**config.mk**
```make
export PLATFORM = sky130hd
export DESIGN_NAME = ssfr_top
export DESIGN_NICKNAME = d
export VERILOG_FILES = /design/src/ssfr_pkg.sv /design/src/ssfr_qual_if.sv /design/src/ssfr_qual.sv /design/src/ssfr_top.sv
export VERILOG_INCLUDE_DIRS = /design/src
export SDC_FILE = /design/constraint.sdc
export NUM_CORES = 1
export LEC_CHECK = 0
export BUFFER_PORTS_ARGS = -buffer_cell sky130_fd_sc_hd__buf_2
export CAP_MARGIN = 5
export CORE_MARGIN = 3
export CORE_UTILIZATION = 30
export DETAILED_ROUTE_END_ITERATION = 7
export PLACE_DENSITY_LB_ADDON = 0.08
export SKIP_CTS_REPAIR_TIMING = 1
export SLEW_MARGIN = 25
export SYNTH_ARGS = -nofsm -noshare
export SYNTH_HDL_FRONTEND = slang
export SYNTH_SLANG_ARGS = --single-unit
export TNS_END_PERCENT = 10
```
**constraint.sdc**
```tcl
create_clock -name clk -period 2.9 [get_ports clk]
set_input_delay 0.725 -clock clk [delete_from_list [all_inputs] [get_ports clk]]
set_output_delay 0.725 -clock clk [all_outputs]
set_load 0.1 [all_outputs]
```
**src/ssfr_defs.svh**
```systemverilog
// Constants for the supply status and fault reporting block.
// Summary of operation
// RULE1: Nine condition bits, voltage bit 0, inhibit 8.
// RULE2: Accumulated bits latch any condition seen since read.
// RULE3: Accumulated query reports the accumulated register.
// RULE4: After that report, reload accumulated from live.
// RULE5: Mask bit lets its condition set fault bit.
// RULE6: Fault bit sets on masked rising condition edge.
// RULE7: Enable mask command sets exactly named bits.
// RULE8: Fault query reports fault register, then clears it.
// RULE9: Overrange fault waits for the recognition delay.
// RULE10: Poll byte layout: summary, power, ready, error, service.
// RULE11: Error bit sets on error, clears on query.
// RULE12: Fault summary is OR of fault bits.
// RULE13: Fault query clears summary only without inhibit.
// RULE14: Ready bit low while commands are processed.
// RULE15: Power-on bit set at power, cleared by clear.
// RULE16: Service bit set on request, cleared by poll.
// RULE17: Request service when summary rises with requests on.
// RULE18: Present query reports live condition register.
// RULE19: Fault bit holds until a fault query clears it.
`ifndef SSFR_DEFS_SVH
`define SSFR_DEFS_SVH

// Condition bit positions, shared by every status-type register.
`define SSFR_BIT_CV 0
`define SSFR_BIT_CC 1
`define SSFR_BIT_OR 2
`define SSFR_BIT_OV 3
`define SSFR_BIT_OT 4
`define SSFR_BIT_AC 5
`define SSFR_BIT_FOLDBACK_TRIP 6
`define SSFR_BIT_ERR 7
`define SSFR_BIT_RI 8
`define SSFR_COND_W 9

// Serial poll byte bit positions.
`define SSFR_POLL_FAU 0
`define SSFR_POLL_PON 1
`define SSFR_POLL_RDY 4
`define SSFR_POLL_ERR 5
`define SSFR_POLL_RQS 6
`define SSFR_POLL_W 8

// Reset values.
`define SSFR_COND_RST 9'h000
`define SSFR_POLL_RST 8'h02

// Width of the overrange recognition delay count, in bits.
`define SSFR_OR_DLY_W 16

`endif

```
**src/ssfr_pkg.sv**
```systemverilog
// Types shared by the supply status and fault reporting block.
`default_nettype none
`include "ssfr_defs.svh"
package ssfr_pkg;

  // One status-type register: nine condition bits.
  typedef logic [`SSFR_COND_W-1:0] ssfr_cond_t;

  // The serial poll status byte.
  typedef logic [`SSFR_POLL_W-1:0] ssfr_poll_t;

  // Which register a query answers with.
  typedef enum logic [1:0] {
    SSFR_RPT_NONE = 2'h0,
    SSFR_RPT_PRESENT = 2'h1,
    SSFR_RPT_ACCUM = 2'h2,
    SSFR_RPT_FAULT = 2'h3
  } ssfr_rpt_e;

endpackage : ssfr_pkg
`default_nettype wire

```
**src/ssfr_qual_if.sv**
```systemverilog
// Interface between the status logic and the overrange qualifier.
`timescale 1ns/10ps
`default_nettype none
interface ssfr_qual_if #(parameter int W = 16) ();
  logic cond;
  logic [W-1:0] delay;
  logic qual;
  modport src (output cond, output delay, input qual);
  modport dst (input cond, input delay, output qual);
endinterface : ssfr_qual_if
`default_nettype wire

```
**src/ssfr_qual.sv**
```systemverilog
// Recognition delay qualifier for a single condition level.
`timescale 1ns/10ps
`default_nettype none
module ssfr_qual #(
  parameter int W = 16
) (
  // Clock and reset.
  input wire logic clk,
  input wire logic rst_n,
  // Condition in, qualified condition out.
  ssfr_qual_if.dst q
);

  // ****************************************
  // Parameter check
  // ****************************************
  generate
    if (W < 1 || W > 16) begin : g_bad_w
      $error("ssfr_qual: W must be 1 to 16");
    end
  endgenerate

  logic [W-1:0] cnt_reg;
  logic [W-1:0] cnt_next;
  logic qual_reg;
  logic qual_next;
  wire logic reached;

  // The condition must stay true for delay plus one cycles to count.
  assign reached = (cnt_reg == q.delay);
  assign cnt_next = !q.cond ? {W{1'b0}} : (reached ? cnt_reg : cnt_reg + W'(1));
  assign qual_next = q.cond && reached; // see RULE9
  assign q.qual = qual_reg;

  // Counter and qualified output; a drop of the condition restarts it.
  always_ff @(posedge clk) begin
    if (!rst_n) begin
      cnt_reg <= {W{1'b0}};
      qual_reg <= 1'b0;
    end else begin
      cnt_reg <= cnt_next;
      qual_reg <= qual_next;
    end
  end
endmodule : ssfr_qual
`default_nettype wire

```
**src/ssfr_top.sv**
```systemverilog
// Status registers, fault latching and serial poll byte of the supply.
`timescale 1ns/10ps
`default_nettype none
`include "ssfr_defs.svh"
module ssfr_top #(
  parameter int OR_DLY_W = `SSFR_OR_DLY_W
) (
  // Clock and reset.
  input wire logic clk,
  input wire logic rst_n,
  // Live conditions and device state.
  input wire ssfr_pkg::ssfr_cond_t cond_live,
  input wire logic remote_inhibit_input,
  input wire logic [OR_DLY_W-1:0] or_delay,
  input wire logic prog_error_evt,
  input wire logic cmd_busy,
  // Decoded command strobes, one cycle each.
  input wire logic present_query_cmd,
  input wire logic accum_query_cmd,
  input wire logic fault_query_cmd,
  input wire logic error_query_cmd,
  input wire logic enable_mask_cmd,
  input wire ssfr_pkg::ssfr_cond_t mask_names,
  input wire logic clear_cmd,
  input wire logic dev_clear_msg,
  input wire logic srq_on_cmd,
  input wire logic srq_off_cmd,
  input wire logic serial_poll_done,
  // Query answer.
  output logic report_valid,
  output ssfr_pkg::ssfr_cond_t report_data,
  // Serial poll byte and service request line.
  output ssfr_pkg::ssfr_poll_t poll_byte,
  output logic srq_out
);
  import ssfr_pkg::*;

  // ****************************************
  // Parameter check
  // ****************************************
  generate
    if (OR_DLY_W < 1 || OR_DLY_W > 16) begin : g_bad_w
      $error("ssfr_top: OR_DLY_W must be 1 to 16");
    end
  endgenerate

  // ****************************************
  // Storage
  // ****************************************
  ssfr_cond_t accum_reg;
  ssfr_cond_t accum_next;
  ssfr_cond_t mask_reg;
  ssfr_cond_t mask_next;
  ssfr_cond_t fault_reg;
  ssfr_cond_t fault_next;
  ssfr_cond_t prev_reg;
  ssfr_cond_t cond_eff;
  ssfr_cond_t rise;
  ssfr_cond_t report_next;
  logic fau_keep_reg;
  logic fau_keep_next;
  logic fau_reg;
  logic fau_next;
  logic err_reg;
  logic err_next;
  logic pon_reg;
  logic pon_next;
  logic rqs_reg;
  logic rqs_next;
  logic srq_en_reg;
  logic srq_en_next;
  ssfr_poll_t poll_next;
  ssfr_rpt_e rpt_sel;
  wire logic do_present;
  wire logic do_accum;
  wire logic do_fault;
  wire logic srq_raise;

  // ****************************************
  // Overrange recognition delay
  // ****************************************
  ssfr_qual_if #(.W(OR_DLY_W)) qual_bus ();

  // Only the overrange condition passes through the delay.
  assign qual_bus.cond = cond_live[`SSFR_BIT_OR];
  assign qual_bus.delay = or_delay;

  ssfr_qual #(.W(OR_DLY_W)) u_or_qual (
    .clk(clk),
    .rst_n(rst_n),
    .q(qual_bus)
  );

  // ****************************************
  // Query decode
  // ****************************************
  // Should two queries come together, the fault query wins, then the
  // accumulated one; the losing query has no effect at all.
  assign rpt_sel = fault_query_cmd ? SSFR_RPT_FAULT :
                   accum_query_cmd ? SSFR_RPT_ACCUM :
                   present_query_cmd ? SSFR_RPT_PRESENT : SSFR_RPT_NONE;
  assign do_present = (rpt_sel == SSFR_RPT_PRESENT);
  assign do_accum = (rpt_sel == SSFR_RPT_ACCUM);
  assign do_fault = (rpt_sel == SSFR_RPT_FAULT);

  // Answer value chosen by the query; each weight is a power of two.
  always_comb begin
    case (rpt_sel)
      SSFR_RPT_PRESENT: report_next = cond_live; // see RULE18
      SSFR_RPT_ACCUM: report_next = accum_reg; // see RULE3
      SSFR_RPT_FAULT: report_next = fault_reg; // see RULE8
      default: report_next = `SSFR_COND_RST;
    endcase
  end

  // ****************************************
  // Condition registers
  // ****************************************
  // Conditions as seen by the fault logic: overrange is the delayed copy.
  always_comb begin
    cond_eff = cond_live; // see RULE1
    cond_eff[`SSFR_BIT_OR] = qual_bus.qual; // see RULE9
  end

  // Accumulated bits latch; a read reloads them from the live bits, so a
  // condition true in the read cycle is kept rather than lost.
  assign accum_next = do_accum ? cond_live : (accum_reg | cond_live); // see RULE2 see RULE4

  // The mask command replaces the whole mask with the named bits.
  assign mask_next = enable_mask_cmd ? mask_names : mask_reg; // see RULE7

  // Masked rising edges; an edge in the clearing cycle still sets.
  assign rise = cond_eff & ~prev_reg & mask_reg; // see RULE5 see RULE6
  assign fault_next = (do_fault ? `SSFR_COND_RST : fault_reg) | rise; // see RULE8 see RULE19

  // ****************************************
  // Poll byte flags
  // ****************************************
  // With the inhibit line active a fault query leaves the summary set,
  // until a later fault query finds the line inactive.
  assign fau_keep_next = do_fault ? (remote_inhibit_input & fau_reg) : fau_keep_reg; // see RULE13
  assign fau_next = (|fault_next) | fau_keep_next; // see RULE12

  // Error flag: a new error in the query cycle wins over the clear.
  assign err_next = prog_error_evt | (err_reg & ~error_query_cmd); // see RULE11

  // Power-on flag falls on clear or on the bus device clear.
  assign pon_next = pon_reg & ~(clear_cmd | dev_clear_msg); // see RULE15

  // Service request enable; on wins if both arrive together.
  assign srq_en_next = srq_on_cmd | (srq_en_reg & ~srq_off_cmd);

  // A rising summary with requests enabled asks for service; a request
  // in the poll cycle is kept.
  assign srq_raise = fau_next & ~fau_reg & srq_en_reg; // see RULE17
  assign rqs_next = srq_raise | (rqs_reg & ~serial_poll_done); // see RULE16

  // Poll byte assembly; unused bits read zero.
  always_comb begin
    poll_next = 8'h00; // see RULE10
    poll_next[`SSFR_POLL_FAU] = fau_next;
    poll_next[`SSFR_POLL_PON] = pon_next;
    poll_next[`SSFR_POLL_RDY] = ~cmd_busy; // see RULE14
    poll_next[`SSFR_POLL_ERR] = err_next;
    poll_next[`SSFR_POLL_RQS] = rqs_next;
  end

  // ****************************************
  // Registers
  // ****************************************
  // Status storage.
  always_ff @(posedge clk) begin
    if (!rst_n) begin
      accum_reg <= `SSFR_COND_RST;
      mask_reg <= `SSFR_COND_RST;
      fault_reg <= `SSFR_COND_RST;
      prev_reg <= `SSFR_COND_RST;
    end else begin
      accum_reg <= accum_next;
      mask_reg <= mask_next;
      fault_reg <= fault_next;
      prev_reg <= cond_eff;
    end
  end

  // Flag storage; power-on starts set.
  always_ff @(posedge clk) begin
    if (!rst_n) begin
      fau_keep_reg <= 1'b0;
      fau_reg <= 1'b0;
      err_reg <= 1'b0;
      pon_reg <= 1'b1;
      rqs_reg <= 1'b0;
      srq_en_reg <= 1'b0;
    end else begin
      fau_keep_reg <= fau_keep_next;
      fau_reg <= fau_next;
      err_reg <= err_next;
      pon_reg <= pon_next;
      rqs_reg <= rqs_next;
      srq_en_reg <= srq_en_next;
    end
  end

  // Output flip-flops.
  always_ff @(posedge clk) begin
    if (!rst_n) begin
      report_valid <= 1'b0;
      report_data <= `SSFR_COND_RST;
      poll_byte <= `SSFR_POLL_RST;
      srq_out <= 1'b0;
    end else begin
      report_valid <= do_present | do_accum | do_fault;
      report_data <= report_next;
      poll_byte <= poll_next;
      srq_out <= rqs_next;
    end
  end
endmodule : ssfr_top
`default_nettype wire

```
==> impl_summary.md, run 1 <==
Power
The reported leakage power is 1.589 nW. After layout, the design draws a total of 2.224 mW. The power density normalized to cell area is 615.3 nW/um^2. Across the VDD grid, the largest voltage drop is 249.2 uV.

Floorplan
The width of the die is 105.6 um. The number of rows in the core area is 35. The top-level I/O count is 68. The initial utilization of the core area, before any placement, comes to 0.3147.

The placeable core area is 9459 um^2. The die covers 11150 um^2. Measured along the y axis, the die boundary spans 105.6 um.

Route
The number of vias after detailed routing is 2368. Wires add up to 7268 um. The post-detailed-route wirelength per cell is 14.31 um. The DRC violation total after the first TritonRoute iteration is 118.

In the routed design, unresolved DRC markers number 0. In this run the remaining antenna-violating nets after routing total 0. The number of detailed-route iterations in the first pass is 4. The ratio of routed vias to standard cells is 4.661.

Timing
Hold timing on the final database bottoms out at a slack of 0.4489 ns. The max-slew violation count is 0. The smallest clock period supported by the final layout is computed as 1.933 ns. The least setup slack across all paths after layout is 0.9673 ns. Setup repair after global routing left no endpoint under its margin. The clock skew is 0.007984 ns. The top achievable clock speed is 517.4 MHz. The worst slew slack as a fraction of its limit is 0.6162. The summed negative setup slack over all endpoints is 0 ns. The final hold violation count was 0. Of the available clock period, the critical path in the final layout requires 0.6665. Setup violations remaining at the end of the flow were counted as 0. For the pin with the worst max-slew slack, the measured transition is 0.5751 ns.

Job
The number of maximum-capacitance constraint violations is 0.

CTS
TritonCTS built the clock tree. The H-tree level count is 3. For the worst-skew pair, the clock arrives at the later sink with an insertion delay of 0.35 ns. The clock root buffer master is sky130_fd_sc_hd__clkbuf_8. The clock edge transition at the registers on the reported setup and hold paths is 0.08 ns. The clock buffer count from CTS is 9. The longest clock path from root to sink contains 2 buffers. The number of clock sinks is 70.

Worst setup path
Walking the worst path, the cells encountered are buf_2, inv_1, a32o_1, nor4_1, nand4b_1, a22o_1. On the worst path, the slowest cell contributes a delay of 0.38 ns. The kind of cell with the highest combined delay along the critical path is compound AO/OA/AOI/OAI gates.

The arrival time at the worst endpoint is 2.18 ns. The slowest cell on the critical path is sky130_fd_sc_hd__nor4_1. The launching element type of the critical path is an input pin.

The critical path buffer and inverter count is 2. The required time reported for the critical path endpoint is 3.15 ns. Of all nets on the critical path, the largest fanout is 20. The worst setup path is captured at a flip-flop. By startpoint and endpoint, the worst setup path is classified as in -> reg.

Global routing
Across every metal layer, demand over resource in global routing totals 0.1369. The via count of the first global-routing pass came to 2268. The initial antenna violation count came to 0.

The largest net degree at the start of global routing is 25. The first-pass GRT wire length is 11960 um. After global routing the overflow that remains totals 0.

Synthesis
The count of unique library cells instantiated by Yosys is 43. The number of instances in the synthesized netlist is 314. The average cell area after synthesis is 9.480 um^2.

Of all flip-flops after synthesis, the portion carrying an async set or reset was 0. The post-synthesis cell area is 2977 um^2. Among all flip-flop cells after synthesis, the most frequent one is sky130_fd_sc_hd__dfxtp_1. After synthesis the netlist holds a flip-flop and latch count of 70.

The portion of the post-synthesis area used by sequential elements is 0.4708. Counting flops with a built-in enable in the synthesized netlist gives 0. Yosys printed 0 warnings.

Layout
The final design utilization is 0.3821. The area growth from synthesis to layout is 21.44%. The register with the most flip-flops in the layout has 16 of them.

The top cell types in the final layout, fill and taps aside, are sky130_fd_sc_hd__dfxtp_1 (70), sky130_fd_sc_hd__buf_2 (64), sky130_fd_sc_hd__nand2_1 (44). In the final layout, the share of cells above drive strength 1 is 0.2480. The net count of the finished layout is 424. Summing all non-filler instances in the final layout gives an area of 3615 um^2.

The post-layout instance count excluding filler cells is 508. The number of antenna diodes in the final layout is 0. The library cell used most frequently in the layout, excluding fill and tap cells, is sky130_fd_sc_hd__dfxtp_1.

Placed design
The pre-CTS setup slack is 0.5411 ns. During placement, the flow inserted port buffers numbering 64. The weighted congestion at the end of routability-driven global placement is 0.7106.

In this run, placement finished with an instance count of 492. After legalization and detailed placement, the total HPWL measured 5247 um. The total placed instance area is 3391 um^2.

Worst hold path
The path class of the tightest hold or removal check is reg -> reg.

Run status
The flow ran to the end, and the final reports show no timing, DRC or antenna violations.
[cells by family (layout without fill, tap and decap cells)]
kind of cell	after synthesis	count (layout)	synth area share
XOR/XNOR	17	17	0.05002
AND/OR/NAND/NOR	122	122	0.2283
AO/OA/AOI/OAI	65	65	0.1627
multiplexers	10	10	0.03363
other	1	3	0.001260
adder cells (fa/ha/maj)	1	1	0.004203
buffers and inverters	28	91	0.04918
flip-flops	70	70	0.4708
[final timing paths]
path | cells past startpoint | startpoint | slack, ns | to
setup / recovery | 6 | fault_query_cmd | 0.97 | poll_byte[6]$_SDFF_PN0_
hold / removal | 2 | accum_reg[2]$_SDFF_PN0_ | 0.45 | accum_reg[2]$_SDFF_PN0_
setup reg to reg | 5 | u_or_qual.cnt_reg[3]$_SDFFE_PN0P_ | 1.00 | u_or_qual.cnt_reg[15]$_SDFFE_PN0P_
hold reg to reg | 2 | accum_reg[2]$_SDFF_PN0_ | 0.45 | accum_reg[2]$_SDFF_PN0_
[worst reg2reg max path: cells and delay by family (launching register included)]
kind / cells / cell delay, ns
AND/OR/NAND/NOR: 4 / 1.20
flip-flops: 1 / 0.46
multiplexers: 1 / 0.13
[power by group]
part	internal (mW)	switching, mW	leakage, nW	total (mW)
Sequential	1.00	0.0213	0.575	1.03
Clock	0.510	0.381	0.113	0.891
Combinational	0.0931	0.214	0.900	0.307
[synth_stat cells (2+ instances only)]
library cell | instances | share of area
sky130_fd_sc_hd__a21o_1 | 8 | 0.020
sky130_fd_sc_hd__a21oi_1 | 11 | 0.018
sky130_fd_sc_hd__a32o_1 | 2 | 0.0067
sky130_fd_sc_hd__and2_1 | 21 | 0.044
sky130_fd_sc_hd__and3_1 | 2 | 0.0042
sky130_fd_sc_hd__buf_1 | 2 | 0.0025
sky130_fd_sc_hd__buf_4 | 9 | 0.023
sky130_fd_sc_hd__clkbuf_1 | 13 | 0.016
sky130_fd_sc_hd__dfxtp_1 | 70 | 0.47
sky130_fd_sc_hd__inv_1 | 3 | 0.0038
sky130_fd_sc_hd__mux2i_1 | 10 | 0.034
sky130_fd_sc_hd__nand2_1 | 44 | 0.055
sky130_fd_sc_hd__nand3_1 | 4 | 0.0067
sky130_fd_sc_hd__nand4_1 | 6 | 0.013
sky130_fd_sc_hd__nor2_1 | 8 | 0.010
sky130_fd_sc_hd__nor2b_1 | 14 | 0.029
sky130_fd_sc_hd__nor4_1 | 3 | 0.0063
sky130_fd_sc_hd__o211a_1 | 9 | 0.030
sky130_fd_sc_hd__o211ai_1 | 9 | 0.023
sky130_fd_sc_hd__o21a_1 | 3 | 0.0076
sky130_fd_sc_hd__o21ai_0 | 5 | 0.0084
sky130_fd_sc_hd__o21ai_1 | 2 | 0.0034
sky130_fd_sc_hd__o2bb2ai_1 | 7 | 0.021
sky130_fd_sc_hd__o31a_1 | 2 | 0.0059
sky130_fd_sc_hd__o31ai_1 | 4 | 0.010
sky130_fd_sc_hd__or3_1 | 3 | 0.0063
sky130_fd_sc_hd__or4_1 | 8 | 0.020
sky130_fd_sc_hd__xnor2_1 | 17 | 0.050
[cell type report]
| type | count | area, um^2 |
|---|---|---|
| multi-input combinational | 218 | 1436 |
| clock buffer | 11 | 141.4 |
| fill | 1024 | 5844 |
| timing repair buffer | 72 | 380.4 |
| tap | 129 | 161.4 |
| clock inverter | 5 | 82.58 |
| sequential | 70 | 1401 |
| inverter | 3 | 11.26 |
[routing by layer]
| metal | wire (um) | GRT usage |
|---|---|---|
| met1 | 3514 | 0.1893 |
| met2 | 3304 | 0.2004 |
| met3 | 308 | 0.03123 |
| met4 | 141 | 0.06660 |
| met5 | 0 | 0 |
No activity file was read; power rests on OpenSTA's default activity.
==> run 2: changes to the inputs <==
Clock period 2.9 ns to 1.94 ns, I/O delays scaled along.
==> run 2 against run 1 <==
Against the previous run: critical path depth fell by 1; sequential power is 49% higher; flip-flop and latch count unchanged; wire length fell by 2.7%; final cell count up 3.5%; clock power is 41% higher; highest routed layer unchanged; largest power group unchanged; sequential share of layout area down 1.3 points; critical endpoint is now u_or_qual.cnt_reg[15]$_SDFFE_PN0P_; critical path type is now reg -> reg.
==> impl_summary.md, run 2 (synthesis gave the netlist of run 1 again) <==
Placed design
After legalization and detailed placement, the total HPWL measured 5269 um. The number of placed instances, taps included is 510. The number of buffers added on ports is 64. The weighted congestion at the end of routability-driven global placement is 0.7691.

Route
Dividing the detail-routed wire length by the instance count gives 13.45 um. The DRC violation total after the first TritonRoute iteration is 82. The number of detailed-route iterations in the first pass is 4. The remaining antenna violation count after routing is 0. The overall routed net length is 7075 um.

In the routed design, unresolved DRC markers number 0. The number of vias after detailed routing is 2446. The ratio of routed vias to standard cells is 4.650.

Timing
After layout, the minimum clock period comes to 1.798 ns. The final setup violation count is 0. The max-slew violation count came to 0. The final hold slack is 0.2933 ns. Derived from the worst setup path, the maximum achievable clock frequency is 556.3 MHz.

The worst slew slack as a fraction of its limit is 0.3507. For the pin with the worst max-slew slack, the measured transition is 0.9719 ns. The final hold violation count was 0. The share of the clock period used by the worst path after layout is 0.9266. Setup repair after global routing left no endpoint under its margin. The clock skew is 0.009797 ns.

Adding up every negative setup slack in the final design gives 0 ns.

Global routing
The first-pass GRT wire length is 11940 um. The total global-route track usage is 0.1347. The total grt overflow is 0.

The via count of the first global-routing pass is 2406. Entering global routing, the biggest net connects 23 pins. The initial antenna violation count is 0.

Worst setup path
The largest fanout on the critical path is 5. Traced cell by cell, the critical path runs through and4_4, and3_4, nand4_2, or4b_1, mux2i_1. The arrival time at the worst endpoint is 2.03 ns. The kind of cell with the highest combined delay on the critical path is simple AND/OR/NAND/NOR gates. The critical path class is reg -> reg. Data on the critical path is required at its endpoint by 2.18 ns.

The delay of the slowest cell on the worst path is 0.52 ns. Together, buffers and inverters on the worst path number 0. For this design, the slowest cell found on the critical path is sky130_fd_sc_hd__or4b_1.

The worst setup path is launched from a flip-flop. STA classifies the critical path endpoint as a flip-flop.

CTS
The clock edge transition at the registers on the reported setup and hold paths is 0.08 ns. The clock insertion delay at the later pin of the skew report is 0.34 ns. The H-tree was split into 3 levels.

The CTS tree is done. CTS placed an instance of sky130_fd_sc_hd__clkbuf_8 at the clock tree root. The longest clock path from root to sink contains 2 buffers. The number of clock sinks is 70. Buffers inserted during clock tree synthesis total 9.

Power
The worst-case IR drop observed on VDD is 289.2 uV. Dividing total power by cell area gives a power density of 873.7 nW/um^2. In this run the static leakage power is 1.673 nW.

Layout
The footprint of the multi-input gates is 1440 um^2. The number of flip-flops in the largest register is 16. In the layout the commonest cells are sky130_fd_sc_hd__dfxtp_1 (69), sky130_fd_sc_hd__buf_2 (64), sky130_fd_sc_hd__nand2_1 (44). The final design utilization is 0.3960.

The synthesis-to-layout area growth is 25.85%. Leaving out fill and tap cells, the most frequent cell in the layout is sky130_fd_sc_hd__dfxtp_1. Once layout is complete, the cells apart from fillers number 526. In the final layout, flip-flops and latches occupy 1403 um^2.

After filler insertion, the fill cell instance count of the layout stands at 1010. Of the cells placed in the final design, the portion with a size suffix greater than 1 is 0.2897. The net count of the finished layout is 442. The total inserted antenna cells is 0.

Floorplan
The core region is 9459 um^2. From bottom edge to top edge, the die measures 105.6 um. For this design the top-level I/O count stands at 68. The initialized floorplan defines 35 standard-cell rows. The effective utilization at floorplan is 0.3147. The area of the die is 11150 um^2.

The die is 105.6 um wide.

Job
The tool flagged a number of max-cap violations equal to 0.

Worst hold path
The tightest min-delay check is of the in -> reg type.

Run status
The flow ran to the end, and the final reports show no timing, DRC or antenna violations.
-- run 2: per-stage QoR --
stage	area (um^2)	power [mW]	setup WS (ns)
5_1_grt	3746	3.422	0.03616
3_5_place_dp	3526	2.050	-0.2135
2_1_floorplan	2984	1.916	0.08777
4_1_cts	3741	3.319	0.07376
6_report	3746	3.273	0.1424
3_3_place_gp	3526	2.048	-0.1949
-- run 2: cell type report --
cell class              instances  share of cell area
inverters                       3            0.003006
repair buffers                 90              0.1376
well taps                     129             0.04309
clock inverters                 5             0.01703
flip-flops and latches         70              0.3744
clock buffers                  11             0.04041
multi-input cells             218              0.3844
-- run 2: power by group --
part / switching [mW] / internal, mW
Sequential: 0.0300 / 1.50
Combinational: 0.324 / 0.154
Clock: 0.587 / 0.676
Total: 0.941 / 2.33
-- run 2: path summary, 6_finish.rpt --
path / endpoint / slack, ns / cells past startpoint / from
max: u_or_qual.cnt_reg[15]$_SDFFE_PN0P_ / 0.14 / 5 / u_or_qual.cnt_reg[5]$_SDFFE_PN0P_
min: poll_byte[4]$_SDFF_PN0_ / 0.29 / 2 / cmd_busy
max reg2reg: u_or_qual.cnt_reg[15]$_SDFFE_PN0P_ / 0.14 / 5 / u_or_qual.cnt_reg[5]$_SDFFE_PN0P_
min reg2reg: poll_byte[1]$_SDFF_PN1_ / 0.45 / 2 / poll_byte[1]$_SDFF_PN1_
-- run 2: per-layer routing --
layer | vias up | track usage | wire length [um] | share of wire
met2 | 48 | 0.2104 | 3301 | 0.47
met3 | 7 | 0.02756 | 294 | 0.042
met4 | 0 | 0.04718 | 75 | 0.011
met5 | - | 0 | 0 | 0
li1 | 1247 | - | - | -
met1 | 1144 | 0.1847 | 3404 | 0.48
==> run 3: changes to the inputs <==
Settings changed: CTS_BUF_LIST set to sky130_fd_sc_hd__clkbuf_16.
==> run 3 against run 2 <==
Against the previous run: worst setup slack lost 0.0018 ns; critical path depth grew 2; combinational power is essentially flat; core utilization grew 0.86 points; maximum frequency shrank 0.10%; total power grew 11%; clock power grew 29%; count of clock-buffer cells in the layout shrank 2; wire length grew 1.8%; global-route usage grew 0.19 points; sequential share of layout area shrank 0.80 points; clock skew shrank 0.0033 ns.
==> impl_summary.md, run 3 (synthesis gave the netlist of run 1 again) <==
Worst setup path
At the worst endpoint, the required time is 2.16 ns. In this design, the largest share of critical-path delay is due to simple AND/OR/NAND/NOR gates. The kind of capture point of the worst setup path is a flip-flop. STA puts the critical path data arrival time at 2.02 ns.

The launch point of the worst path is fault_query_cmd. The critical path goes through buf_2, inv_1, buf_4, o2bb2ai_1, nor4_1, nand4b_1, a22o_1. The critical path is of the in -> reg type.

In this design, the stage delay of the slowest critical-path cell is 0.40 ns. The worst register-to-register path begins at u_or_qual.cnt_reg[5]$_SDFFE_PN0P_. The critical path contains buffers and inverters numbering 3 combined.

The launching element type of the critical path is an input pin. The slowest stage of the critical path belongs to the cell sky130_fd_sc_hd__nor4_1. The largest fanout on the critical path is 14.

Floorplan
The effective utilization at floorplan is 0.3147. The number of rows in the core area is 35. The die is 105.6 um wide. The placeable core area is 9459 um^2. The top-level I/O count is 68. The floorplan step set the die height to 105.6 um. The floorplan step defined a die boundary enclosing 11150 um^2.

Layout
The library cell used most frequently in the layout, excluding fill and tap cells, is sky130_fd_sc_hd__dfxtp_1. The synthesis-to-layout area growth is 28.58%. Of the cells placed in the final design, the portion with a size suffix greater than 1 is 0.2846. The repair_antennas step left the layout with diodes totalling 0. The net count of the finished layout is 442. After the flow finishes, the layout carries non-filler instances totaling 526. The top cell types in the final layout, fill and taps aside, are sky130_fd_sc_hd__dfxtp_1 (69), sky130_fd_sc_hd__buf_2 (64), sky130_fd_sc_hd__nand2_1 (44). The number of flip-flops in the largest register is 16. Summing all non-filler instances in the final layout gives an area of 3827 um^2.

Placed design
The post-DP HPWL is 5269 um. The number of placed instances, taps included, is 510. Routability-driven placement finished with a final weighted congestion of 0.7691. The number of buffers added on ports is 64. The total placed instance area is 3526 um^2.

Global routing
The total overflow left after global routing is 0. The initial antenna violation count is 0. The via count of the first global-routing pass is 2406. For this run, the total global-route usage over all layers was measured as 0.1367.

Entering global routing, the biggest net connects 23 pins. The first-pass GRT wire length is 12080 um.

Power
The combinational power share is 0.131. The share of total power dissipated in the clock network is 0.448. The analysis attributes to cell leakage a power of 1.708 nW. The switching part of the total power is 0.2721. The share of total power dissipated in sequential elements is 0.421. Power spread over the standard cell area amounts to 952.9 nW/um^2. The peak supply drop is 323.5 uV. Summing internal, switching and leakage power gives 3.647 mW.

The internal portion of the total power is 2.655 mW. The switching power summed over all nets is 0.9923 mW.

Route
Dividing the detail-routed wire length by the instance count gives 13.70 um. After the first detailed-routing iteration, the DRC count stood at 118. Summed over all layers, the routed wires come to 7205 um. The pre-antenna-repair detailed-routing pass consisted of 4 iterations.

The ratio of routed vias to standard cells is 4.694. In this run the remaining antenna-violating nets after routing total 0. In the routed design, unresolved DRC markers number 0. The number of vias after detailed routing is 2469.

CTS
TritonCTS built the clock tree. After clock tree synthesis, the clock-pin slew on the worst setup and hold paths is 0.06 ns. The clock root buffer master is sky130_fd_sc_hd__clkbuf_16.

The H-tree level count is 3. In this run the deepest clock path goes through 2 buffers. The number of clock sinks is 70.

The clock buffer count from CTS is 9. At the later pin of the worst-skew pair, clock insertion delay measures 0.33 ns.

Run status
The run finished with clean final reports.

Worst hold path
The hold path startpoint is cmd_busy. The tightest min-delay check is of the in -> reg type.

Timing
Setup repair after global routing left no endpoint under its margin. The worst pin sits at a relative slew slack of 0.3710. The max-slew violation count was 0. The summed negative setup slack over all endpoints is 0 ns. The share of the clock period used by the worst path after layout is 0.9275. The final setup violation count is 0.

The actual slew at the worst max-slew pin is 0.9414 ns. The final hold violation count is 0. After layout, the minimum clock period comes to 1.799 ns.

Clock skew on the completed layout was measured at 0.006525 ns. The top achievable clock speed is 555.7 MHz.

Job
The tool flagged a number of max-cap violations equal to 0.
## run 3: cell count changes in the layout (fill, tap and decap cells not counted), sizes merged
cell    previous run  this run
clkinv             1         3
clkbuf            11         9
## run 3: layout make-up
cell class	instances	area (um^2)
Fill cell	1005	5632
Multi-Input combinational cell	218	1440
Sequential cell	70	1403
Timing Repair Buffer	90	515.5
Clock buffer	9	225.2
Tap cell	129	161.4
Clock inverter	7	71.32
Inverter	3	11.26
## run 3: per-stage QoR
| step | setup WS, ns | util | hold slack, ns |
|---|---|---|---|
| after floorplan | 0.08777 | - | 0.4227 |
| after global placement | -0.1949 | 0.3728 | 0.4315 |
| after detailed placement | -0.2135 | 0.3728 | 0.4350 |
| after CTS | 0.07701 | 0.4041 | 0.3027 |
| after global routing | 0.007472 | 0.4046 | 0.3064 |
| final | 0.1406 | 0.4046 | 0.3102 |
## run 3: path summary, 6_finish.rpt
| kind | cells after the start | slack (ns) | to |
|---|---|---|---|
| worst min register to register | 2 | 0.44 | poll_byte[1]$_SDFF_PN1_ |
| worst max-delay path | 7 | 0.14 | poll_byte[6]$_SDFF_PN0_ |
| worst max register to register | 5 | 0.15 | u_or_qual.cnt_reg[15]$_SDFFE_PN0P_ |
| worst min-delay path | 2 | 0.31 | poll_byte[4]$_SDFF_PN0_ |
## run 3: layer usage
layer  share of wire  vias up  wire [um]  global-route usage
li1                -     1250          -                   -
met1            0.47     1154       3399              0.1839
met2            0.47       55       3373              0.2154
met3           0.046       10        330             0.03123
met4           0.014        0        102             0.04718
met5               0        -          0                   0
## run 3: power by group through the flow
stage	clock network [mW]	logic [mW]	registers (mW)
floorplan	0	0.249	1.67
global placement	0	0.482	1.57
detailed placement	0	0.483	1.57
CTS	1.67	0.485	1.54
global route	1.74	0.518	1.54
finish	1.63	0.479	1.53
